$ cat src/hdl/bcx_pkg.sv
// Constants and types for the single-operand execution block
// Notes on behaviour
// RQ1: Complement to working register: inverse of byte, memory kept, only zero flag.
// RQ2: Decimal adjust adds 6 to low nibble if above 9 or half carry.
// RQ3: Decimal adjust adds 6 to high nibble if above 9 or carry.
// RQ4: Decimal adjust stores working register plus 00, 06, 60 or 66 to memory.
// RQ5: Decimal adjust touches only carry, set when the BCD sum passes 100.
// RQ6: Memory minus one writes the byte minus one back, updates zero.
// RQ7: Minus one to working register keeps memory, loads result, updates zero.
// RQ8: Memory plus one writes the byte plus one back, updates zero.
// RQ9: Plus one to working register loads result and keeps memory.
// RQ10: Power-down stops execution and clock, keeping memory and registers.
// RQ11: Power-down clears the watchdog counter and its prescaler.
// RQ12: Power-down sets power-down flag, clears timeout flag, nothing else.
// RQ13: Zero flag set when the 8-bit result is zero, else cleared.
package bcx_pkg;
    localparam int DATA_W = 8;
    localparam int ADDR_W = 7;
    localparam int MEM_DEPTH = 128;

    // Operation codes from the decoder
    localparam logic [2:0] OP_COMPLEMENT_TO_WREG = 3'h0;
    localparam logic [2:0] OP_DECIMAL_ADJUST     = 3'h1;
    localparam logic [2:0] OP_MINUS_ONE          = 3'h2;
    localparam logic [2:0] OP_MINUS_ONE_TO_WREG  = 3'h3;
    localparam logic [2:0] OP_PLUS_ONE           = 3'h4;
    localparam logic [2:0] OP_PLUS_ONE_TO_WREG   = 3'h5;
    localparam logic [2:0] OP_POWER_DOWN         = 3'h6;

    // Decimal adjust figures
    localparam logic [3:0] NIBBLE_MAX = 4'h9;
    localparam logic [3:0] NIBBLE_FIX = 4'h6;

    // Reset values
    localparam logic [7:0] WREG_RST = 8'h00;
    localparam logic       ZERO_RST = 1'b0;
    localparam logic       CARRY_RST = 1'b0;
    localparam logic       HCARRY_RST = 1'b0;
    localparam logic       PDF_RST = 1'b0;
    localparam logic       TOF_RST = 1'b0;

    typedef enum logic [1:0] {
        ST_IDLE = 2'b00,
        ST_EXEC = 2'b01,
        ST_WB   = 2'b10
    } bcx_state_e;
endpackage

$ cat src/hdl/bcx_mem.sv
// Data memory with registered read data
`timescale 1ns/1ps
module bcx_mem #(
    parameter int DW    = 8,
    parameter int AW    = 7,
    parameter int DEPTH = 128
) (
    // Clock
    input  wire logic          i_clk_sys,
    // Read port
    input  wire logic [AW-1:0] i_raddr,
    output logic      [DW-1:0] o_rdata,
    // Write port
    input  wire logic          i_we,
    input  wire logic [AW-1:0] i_waddr,
    input  wire logic [DW-1:0] i_wdata
);
    generate
        if (DEPTH > (1 << AW) || DEPTH < 1) begin : g_chk
            $error("bcx_mem depth does not fit address width");
        end
    endgenerate

    logic [DW-1:0] mem [DEPTH];

    always_ff @(posedge i_clk_sys) begin
        if (i_we) begin
            mem[i_waddr] <= i_wdata;
        end
        o_rdata <= mem[i_raddr];
    end
endmodule

$ cat src/hdl/bcx_daa.sv
// Decimal adjust of the working register value
`timescale 1ns/1ps
module bcx_daa (
    // Operand and flags
    input  wire logic [7:0] i_value,
    input  wire logic       i_carry,
    input  wire logic       i_hcarry,
    // Result
    output logic      [7:0] o_result,
    output logic            o_carry
);
    logic lo_fix;
    logic hi_fix;
    logic [8:0] sum;

    always_comb begin
        // RQ2: low nibble test
        lo_fix = (i_value[3:0] > bcx_pkg::NIBBLE_MAX) || i_hcarry;
        // RQ3: high nibble test
        hi_fix = (i_value[7:4] > bcx_pkg::NIBBLE_MAX) || i_carry;
        // RQ4: add 00, 06, 60 or 66
        sum = {1'b0, i_value}
            + {1'b0, (hi_fix ? bcx_pkg::NIBBLE_FIX : 4'h0),
                     (lo_fix ? bcx_pkg::NIBBLE_FIX : 4'h0)};
        o_result = sum[7:0];
        // RQ5: carry kept or set on decimal overflow
        o_carry = i_carry | hi_fix | sum[8];
    end
endmodule

$ cat src/hdl/bcx_core.sv
// Single-operand execution block: adjust, inc/dec, complement, power-down
`timescale 1ns/1ps
module bcx_core #(
    parameter int AW    = bcx_pkg::ADDR_W,
    parameter int DEPTH = bcx_pkg::MEM_DEPTH
) (
    // Clock and reset
    input  wire logic          i_clk_sys,
    input  wire logic          i_srst,
    // Operation request
    input  wire logic          i_op_valid,
    input  wire logic [2:0]    i_op_code,
    input  wire logic [AW-1:0] i_addr,
    // Direct memory load
    input  wire logic          i_mem_wr,
    input  wire logic [7:0]    i_mem_wdata,
    // Working register and flag load
    input  wire logic          i_wreg_load,
    input  wire logic [7:0]    i_wreg_data,
    input  wire logic          i_flag_load,
    input  wire logic          i_flag_zero,
    input  wire logic          i_flag_carry,
    input  wire logic          i_flag_hcarry,
    // Watchdog and wake
    input  wire logic          i_wdt_timeout,
    input  wire logic          i_wake,
    // Status
    output logic               o_busy,
    output logic               o_done,
    output logic [7:0]         o_working_register,
    output logic               o_zero_flag,
    output logic               o_carry_flag,
    output logic               o_half_carry_flag,
    output logic               o_power_down_flag,
    output logic               o_watchdog_timeout_flag,
    output logic               o_watchdog_counter_clr,
    output logic               o_clock_off
);
    generate
        if (AW < 1 || DEPTH > (1 << AW)) begin : g_chk
            $error("bcx_core address width too small for depth");
        end
    endgenerate

    typedef struct packed {
        bcx_pkg::bcx_state_e st;
        logic [2:0]          op;
        logic [AW-1:0]       addr;
        logic [7:0]          wreg;
        logic                zf;
        logic                cf;
        logic                acf;
        logic                power_down_flag;
        logic                tof;
        logic                wdt_clr;
        logic                clk_off;
        logic                busy;
        logic                done;
        logic                we;
        logic [AW-1:0]       waddr;
        logic [7:0]          wdata;
    } bcx_core_s;

    bcx_core_s s_q;
    bcx_core_s s_d;

    logic [7:0] mem_rdata;
    logic [7:0] daa_res;
    logic       daa_carry;

    bcx_mem #(
        .DW    (8),
        .AW    (AW),
        .DEPTH (DEPTH)
    ) u_mem (
        .i_clk_sys (i_clk_sys),
        .i_raddr   (i_addr),
        .o_rdata   (mem_rdata),
        .i_we      (s_q.we),
        .i_waddr   (s_q.waddr),
        .i_wdata   (s_q.wdata)
    );

    bcx_daa u_daa (
        .i_value  (s_q.wreg),
        .i_carry  (s_q.cf),
        .i_hcarry (s_q.acf),
        .o_result (daa_res),
        .o_carry  (daa_carry)
    );

    always_comb begin
        logic [7:0] res;
        res = 8'h00;
        s_d = s_q;
        s_d.we = 1'b0;
        s_d.wdt_clr = 1'b0;
        s_d.done = 1'b0;
        // Watchdog expiry raises the timeout flag
        if (i_wdt_timeout) begin
            s_d.tof = 1'b1;
        end
        // RQ10: wake leaves power-down, state retained
        if (s_q.clk_off && i_wake) begin
            s_d.clk_off = 1'b0;
        end
        case (s_q.st)
            bcx_pkg::ST_IDLE: begin
                // RQ10: registers kept while halted
                if (i_wreg_load && !s_q.clk_off) begin
                    s_d.wreg = i_wreg_data;
                end
                if (i_flag_load && !s_q.clk_off) begin
                    s_d.zf = i_flag_zero;
                    s_d.cf = i_flag_carry;
                    s_d.acf = i_flag_hcarry;
                end
                // RQ10: no execution while clock is off
                if (i_op_valid && !s_q.clk_off) begin
                    if (i_op_code == bcx_pkg::OP_POWER_DOWN) begin
                        // RQ10: stop execution, gate clock
                        s_d.clk_off = 1'b1;
                        // RQ11: clear watchdog and prescaler
                        s_d.wdt_clr = 1'b1;
                        // RQ12: set power-down, clear timeout
                        s_d.power_down_flag = 1'b1;
                        s_d.tof = 1'b0;
                        s_d.done = 1'b1;
                    end else begin
                        s_d.st = bcx_pkg::ST_EXEC;
                        s_d.op = i_op_code;
                        s_d.addr = i_addr;
                        s_d.busy = 1'b1;
                    end
                end else if (i_mem_wr && !s_q.clk_off) begin
                    s_d.we = 1'b1;
                    s_d.waddr = i_addr;
                    s_d.wdata = i_mem_wdata;
                end
            end
            bcx_pkg::ST_EXEC: begin
                s_d.st = bcx_pkg::ST_WB;
                s_d.waddr = s_q.addr;
                case (s_q.op)
                    bcx_pkg::OP_COMPLEMENT_TO_WREG: begin
                        // RQ1: inverse into working register
                        res = ~mem_rdata;
                        s_d.wreg = res;
                        // RQ13: zero flag from result
                        s_d.zf = (res == 8'h00);
                    end
                    bcx_pkg::OP_DECIMAL_ADJUST: begin
                        // RQ4: adjusted value to memory
                        s_d.we = 1'b1;
                        s_d.wdata = daa_res;
                        // RQ5: only carry changes
                        s_d.cf = daa_carry;
                    end
                    bcx_pkg::OP_MINUS_ONE: begin
                        // RQ6: decrement written back
                        res = mem_rdata - 8'h01;
                        s_d.we = 1'b1;
                        s_d.wdata = res;
                        // RQ13: zero flag from result
                        s_d.zf = (res == 8'h00);
                    end
                    bcx_pkg::OP_MINUS_ONE_TO_WREG: begin
                        // RQ7: decrement into working register
                        res = mem_rdata - 8'h01;
                        s_d.wreg = res;
                        // RQ13: zero flag from result
                        s_d.zf = (res == 8'h00);
                    end
                    bcx_pkg::OP_PLUS_ONE: begin
                        // RQ8: increment written back
                        res = mem_rdata + 8'h01;
                        s_d.we = 1'b1;
                        s_d.wdata = res;
                        // RQ13: zero flag from result
                        s_d.zf = (res == 8'h00);
                    end
                    bcx_pkg::OP_PLUS_ONE_TO_WREG: begin
                        // RQ9: increment into working register
                        res = mem_rdata + 8'h01;
                        s_d.wreg = res;
                        // RQ13: zero flag from result
                        s_d.zf = (res == 8'h00);
                    end
                    default: begin
                        res = 8'h00;
                    end
                endcase
            end
            bcx_pkg::ST_WB: begin
                s_d.st = bcx_pkg::ST_IDLE;
                s_d.busy = 1'b0;
                s_d.done = 1'b1;
            end
            default: begin
                s_d.st = bcx_pkg::ST_IDLE;
                s_d.busy = 1'b0;
            end
        endcase
    end

    always_ff @(posedge i_clk_sys) begin
        if (i_srst) begin
            s_q <= '0;
            s_q.st <= bcx_pkg::ST_IDLE;
            s_q.wreg <= bcx_pkg::WREG_RST;
            s_q.zf <= bcx_pkg::ZERO_RST;
            s_q.cf <= bcx_pkg::CARRY_RST;
            s_q.acf <= bcx_pkg::HCARRY_RST;
            s_q.power_down_flag <= bcx_pkg::PDF_RST;
            s_q.tof <= bcx_pkg::TOF_RST;
        end else begin
            s_q <= s_d;
        end
    end

    always_comb begin
        o_busy = s_q.busy;
        o_done = s_q.done;
        o_working_register = s_q.wreg;
        o_zero_flag = s_q.zf;
        o_carry_flag = s_q.cf;
        o_half_carry_flag = s_q.acf;
        o_power_down_flag = s_q.power_down_flag;
        o_watchdog_timeout_flag = s_q.tof;
        o_watchdog_counter_clr = s_q.wdt_clr;
        o_clock_off = s_q.clk_off;
    end
endmodule

$ cat config.mk
export PLATFORM = sky130hd
export DESIGN_NAME = bcx_core
export DESIGN_NICKNAME = d
export VERILOG_FILES = /design/src/hdl/bcx_pkg.sv /design/src/hdl/bcx_mem.sv /design/src/hdl/bcx_daa.sv /design/src/hdl/bcx_core.sv
export SDC_FILE = /design/constraint.sdc
export NUM_CORES = 1
export LEC_CHECK = 0
export ABC_CLOCK_PERIOD_IN_PS = 3900
export BUFFER_PORTS_ARGS = -buffer_cell sky130_fd_sc_hd__clkbuf_2
export CORE_UTILIZATION = 30
export CTS_BUF_LIST = sky130_fd_sc_hd__clkbuf_4
export CTS_CLUSTER_SIZE = 8
export DETAILED_ROUTE_END_ITERATION = 7
export GPL_ROUTABILITY_DRIVEN = 0
export HOLD_SLACK_MARGIN = 0.06
export PLACE_DENSITY = 0.5
export SLEW_MARGIN = 20
export SYNTH_ARGS = -nofsm -noshare
export SYNTH_HDL_FRONTEND = slang
export SYNTH_HIERARCHICAL = 1
export SYNTH_SLANG_ARGS = --single-unit
$ cat constraint.sdc
create_clock -name i_clk_sys -period 3.9 [get_ports i_clk_sys]
set_input_delay 0 -clock i_clk_sys [delete_from_list [all_inputs] [get_ports i_clk_sys]]
set_output_delay 0 -clock i_clk_sys [all_outputs]
set_load 0.01 [all_outputs]
=== Word-level counts from Yosys, hierarchy flattened ===
Memory sizes are Yosys's and may differ from the RTL's. A register that Yosys moved wholly into a read port is not among the register bits.
Index checks and enable logic that the tools add are counted.

* Bits in writable memories: 1024
* Flip-flop bits (word level): 45
* Memories: 1
* Output and inout port bits: 17
* Input bits: 37
* Logic and storage cells: 102

* Bitwise logic cells: 7
* $add $sub $neg: 3
* Reduce and logical (&&, ||, !) cells: 28
* Equality and inequality tests: 18
* $lt $le $gt $ge: 2
* Multiplexer cells: 27

{| class="wikitable"
|+ Memory list
! name !! depth !! bits a word !! rd ports !! clocked after Yosys merged registers in !! wr ports !! RTL line !! source
|-
| u_mem.mem || 128 || 8 || 1 || 1 || 1 || bcx_mem.sv:24 || <nowiki>logic [DW-1:0] mem [DEPTH];</nowiki>
|}

{| class="wikitable"
|+ Operator list
! cell !! count
|-
| 8-bit one-hot mux with 3 select lines || 2
|-
| 16-bit two-way mux || 2
|-
| 16-bit one-hot mux with 2 select lines || 1
|-
| 8-bit zero test || 3
|-
| 12-bit two-way mux || 2
|-
| 3-bit AND reduction || 7
|-
| 10-bit one-hot mux with 2 select lines || 1
|-
| 3-bit two-way mux || 5
|-
| 2-bit != test, second input constant || 6
|-
| 8-bit by 8-bit adder with 9-bit output || 1
|-
| 3-bit == test, second input constant || 3
|-
| 8-bit by 1-bit adder with 8-bit output, second input constant || 1
|-
| 4-bit > comparator, second input constant || 2
|-
| 1-bit two-way mux || 8
|-
| 8-bit two-way mux || 1
|-
| 4-bit by 1-bit != test with 1-bit output, second input constant || 2
|-
| 8-bit inverter || 1
|-
| 8-bit by 1-bit subtractor with 8-bit output, second input constant || 1
|-
| 3-bit by 2-bit == test with 1-bit output, second input constant || 2
|-
| 3-bit OR reduction || 2
|-
| 1-bit logical AND || 5
|-
| 5-bit two-way mux || 1
|-
| 4-bit by 3-bit != test with 1-bit output, second input constant || 1
|-
| 1-bit inverter || 4
|-
| other kinds (16) || 21
|}

=== Depth between registers and ports, before layout ===
* Depth in word-level cells: 7
* Mapped depth: 11
* Depth with buffers taken out: 11

=== Hierarchy ===
Netlist, hierarchy kept.

{| class="wikitable"
|+ Modules (own cells, without submodules)
! module !! instances !! area each (µm²) !! sequential area each (µm²) !! cells an instance
|-
| bcx_mem || 1 || 39665.5 || 30909.6 || 1635
|-
| bcx_core || 1 || 2842.7 || 900.9 || 348
|-
| bcx_daa || 1 || 259.0 || 0.0 || 34
|}

=== Worst setup path before layout ===
Ideal clock, no wire load.

* Path kind: input -> register
* From: input port i_addr[0]
* To: register u_mem.o_rdata[0], read port of u_mem.mem
* Setup slack: 1.396 ns
* Stages: 6
* Library setup time: 0.121 ns
* Buffers on the path: 2
* Arrival: 2.383 ns
* Required time: 3.779 ns
* Path through: clkbuf_1 buf_1 mux4_2 mux4_2 mux4_2 mux2_2

{| class="wikitable"
|+ RTL lines
! item !! RTL line !! source
|-
| start, declared || bcx_core.sv:13 || <nowiki>input wire logic [AW-1:0] i_addr,</nowiki>
|-
| end, declared || bcx_mem.sv:12 || <nowiki>output logic [DW-1:0] o_rdata,</nowiki>
|}

==> impl_metrics.csv <==
group,metric,value,unit
power,seqPwrFrac,53.8,%
power,ir_drop,0.201,mV
global_routing,grtUsageMet3,3.19,%
logic_synthesis,synth_compound_area_share,1.95,%
worst_setup_path,crit_chain,"dlygate4sd3_1 -> buf_8 -> buf_12 -> mux4_2 -> mux4_2 -> mux4_2 -> dlygate4sd3_1 -> mux2_2 -> dlygate4sd3_1",
global_routing,grt_first_pass_wirelength,164000,um
floorplanning,die_height,380,um
logic_synthesis,synth_edf_count,1024,
logic_synthesis,synth-seq-cells,1077,
finish,seqCellArea,0.0318,mm^2
power,comb_power_share,6.4,%
finish,final_common_cell,"edfxtp_1",
clock_tree,htreeDepth,5,
global_routing,grt-busiest-layer,"met2",
logic_synthesis,syn_area,0.0428,mm^2
logic_synthesis,synth-warning-count,6,
clock_tree,cts_tree,"yes",
logic_synthesis,synth_cell_types,77,
sta,worst_slack,0.0899,ns
drt,ant_nets,0,
worst_setup_path,worstPathArrival,4.81,ns
floorplanning,start_util,30.2,%
global_routing,grt_pass1_vias,23848,
logic_synthesis,synth_xor_xnor_area_share,0.328,%
sta,skew,0.144,ns
drt,drc,0,
floorplanning,die_w,380,um
drt,wl,111000,um
worst_setup_path,crit_fanout,57,
logic_synthesis,synth_fa_ha_area_share,0.281,%
worst_setup_path,crit_family,"buffers and inverters",
floorplanning,coreArea,0.141,mm^2
logic_synthesis,synth_top_family_by_area,"multiplexers",
clock_tree,root_buffer,"clkbuf_4",
logic_synthesis,async_flop_share,0,%
worst_setup_path,crit_type,"input pin to flop",
clock_tree,path_clk_slew,0.06,ns
worst_setup_path,reg2reg_slack,0.34,ns
floorplanning,dieArea,0.144,mm^2
worst_setup_path,end_kind,"flop",
placed_design,io_buffers,53,
floorplanning,num_rows,138,
sta,rsz0062_at_grt,"no",
floorplanning,ios,54,
clock_tree,clk_latency,1.17,ns
drt,viasPerCell,4.94,
sta,max_freq,0.262,GHz
sta,slew_viol_final,0,
worst_setup_path,worst-path-buf-inv,5,
logic_synthesis,synth_ff_type,"edfxtp_1",
worst_setup_path,cp.required,4.90,ns
worst_setup_path,startpoint_type,"input pin",
power,pwr-share-clk,39.9,%
finish,final_cell_mix,"edfxtp_1, clkbuf_4, mux4_2, nor2_1, dlygate4sd3_1",
status,status,"complete, no violations",
worst_setup_path,cp_slowest_cell,"buf_8",
sta,finalCriticalPeriod,3.81,ns
sta,finalSetupTns,0,ns
drt,drt_pre_antenna_iters,5,
logic_synthesis,synth_cells,2017,
drt,post_drt_wl_per_cell,24.5,um
sta,hold_viol,0,
finish,multi_input_area,0.0103,mm^2
global_routing,grt_max_degree,107,
clock_tree,clk_path_buf_depth,4,
flow_run,drv.max_cap_violation_count,0,
clock_tree,cts_sinks,1077,
power,leakagePower,16.4,nW
clock_tree,cts-resized-gates,0,
global_routing,grt_util_met2,25.6,%
finish,area_delta_synth_final,18.3,%
sta,holdWs,0.218,ns
drt,drtIter0Drc,2094,
logic_synthesis,synthMuxAreaShare,18.2,%
logic_synthesis,seq_area_frac_synth,74.4,%
power,power.switching,5.43,mW
sta,period_share,97.7,%
power,p_per_area,476,mW/mm^2
finish,nFillCells,13138,
min_path,hp-class,"input pin to flop",
global_routing,grtUsageTotal,15.5,%
power,p_int,18.7,mW
global_routing,met1_usage,20.7,%
logic_synthesis,syn_area_per_cell,21.2,um^2
worst_setup_path,cp_slowest_stage_delay,0.61,ns
sta,finalSetupViolCount,0,
placed_design,dp_hpwl,67900,um
power,netSwitchingFraction,22.5,%
global_routing,grt.overflow.total,0,
global_routing,antenna_found_initial,4,
placed_design,place_area,0.0459,mm^2
finish,drive_gt1_share,37.2,%
logic_synthesis,syn_nets,2063,
sta,tightest_slew,1.11,ns
clock_tree,cts-buffers-inserted,296,
sta,relSlewSlack,26.1,%
placed_design,place_ws,0.597,ns
drt,dr_total_vias,22417,
finish,final_cell_area,0.0506,mm^2
finish,final_nets,2517,
logic_synthesis,synthSimpleGateAreaFrac,3.27,%
[state kept, by name (all words and copies together), names as in the netlist]
signal / count
o_busy: 1
o_carry_flag: 1
o_clock_off: 1
o_done: 1
o_half_carry_flag: 1
o_power_down_flag: 1
o_watchdog_counter_clr: 1
o_watchdog_timeout_flag: 1
o_working_register: 8
o_zero_flag: 1
s_q: 28
u_mem/mem: 1024
u_mem/o_rdata: 8
[synthesized netlist by cell type, drive strengths merged, types with 3 or more instances]
master     n  area [um^2]
mux2       8         90.1
nand2b     9         56.3
o41ai      3         33.8
nand4      8         50.1
and3       3         23.8
a221oi     4         35.0
a31oi      5         31.3
or3        4         25.0
a21oi     19          103
inv       20         75.1
a21o       3         22.5
mux4     336         7570
a22oi      5         42.5
a222oi     8         80.1
nor3b      5         53.8
o221ai     3         26.3
edfxtp  1024        30700
nand3     19          100
nand3b     3         22.5
clkbuf    52          195
and2       5         31.3
nor2b     15         96.3
buf       72          399
o22ai      6         37.5
xor2       4         35.0
nor4       4         31.3
ha         8          100
a211oi     6         45.0
mux2i     13          130
dfxtp     53         1060
nor3      21          105
xnor2     12          105
o21ai     24          124
nand2     30          115
nor2     163          612
a22o       5         45.0
[worst register-to-register path, delay by kind of cell (launching register included)]
kind	cells	cell delay, ns
mux	4	1.77
buf+inv	2	1.22
flops	1	0.39
[worst paths after layout]
check | start | cells past startpoint | endpoint
max | i_addr[0] | 9 | u_mem/o_rdata[2]
min reg2reg | s_q[38] | 2 | s_q[38]
min | i_addr[4] | 4 | s_q[37]
max reg2reg | u_mem/mem[64][4] | 6 | u_mem/o_rdata[4]
[stage by stage]
stage / util, % / total power [mW] / std cells
after global routing: 35.8 / 25.1 / 4541
after CTS: 35.7 / 24.4 / 4537
after detailed placement: 32.5 / 14.6 / 3953
final: 35.8 / 24.1 / 4541
after global placement: 32.5 / 14.6 / 3953
after floorplan: - / 14.1 / 2017
[layer usage]
metal | up-vias | wire length (um)
li1 | 9547 | -
met1 | 11961 | 48100
met2 | 789 | 55300
met3 | 120 | 6200
met4 | 0 | 1570
met5 | - | 0
[power by group through the flow]
stage | logic, mW | clock network, mW | registers, mW
floorplan | 0.926 | 0 | 13.1
global placement | 1.38 | 0 | 13.2
detailed placement | 1.39 | 0 | 13.2
CTS | 1.50 | 9.94 | 13.0
global route | 1.64 | 10.5 | 13.0
finish | 1.54 | 9.60 | 12.9
[logic make-up (layout without fill, tap and decap cells)]
family,count (synthesis),in the layout
adders and majority gates,9,9
muxes,357,357
buffers and inverters,145,778
DFF,1077,1077
AOI/OAI and AO/OA,115,115
xor gates and xnor gates,16,16
and+or+nand+nor,298,298
other,0,1
[layout make-up]
class | count | share of cell area (%)
diodes | 1 | 0.00495
clock buffers | 426 | 6.32
clock inverters | 51 | 0.616
inverters | 21 | 0.156
multi-input cells | 795 | 20.4
flip-flops and latches | 1077 | 62.9
well taps | 1890 | 4.67
repair buffers | 280 | 4.91
[repair_timing]
item,CTS,global route
buffers inserted,0,0
endpoints found under the setup margin,0,0
endpoints found under the hold margin,53,0
hold buffers,107,0
Power figures use the tool's default switching activity.
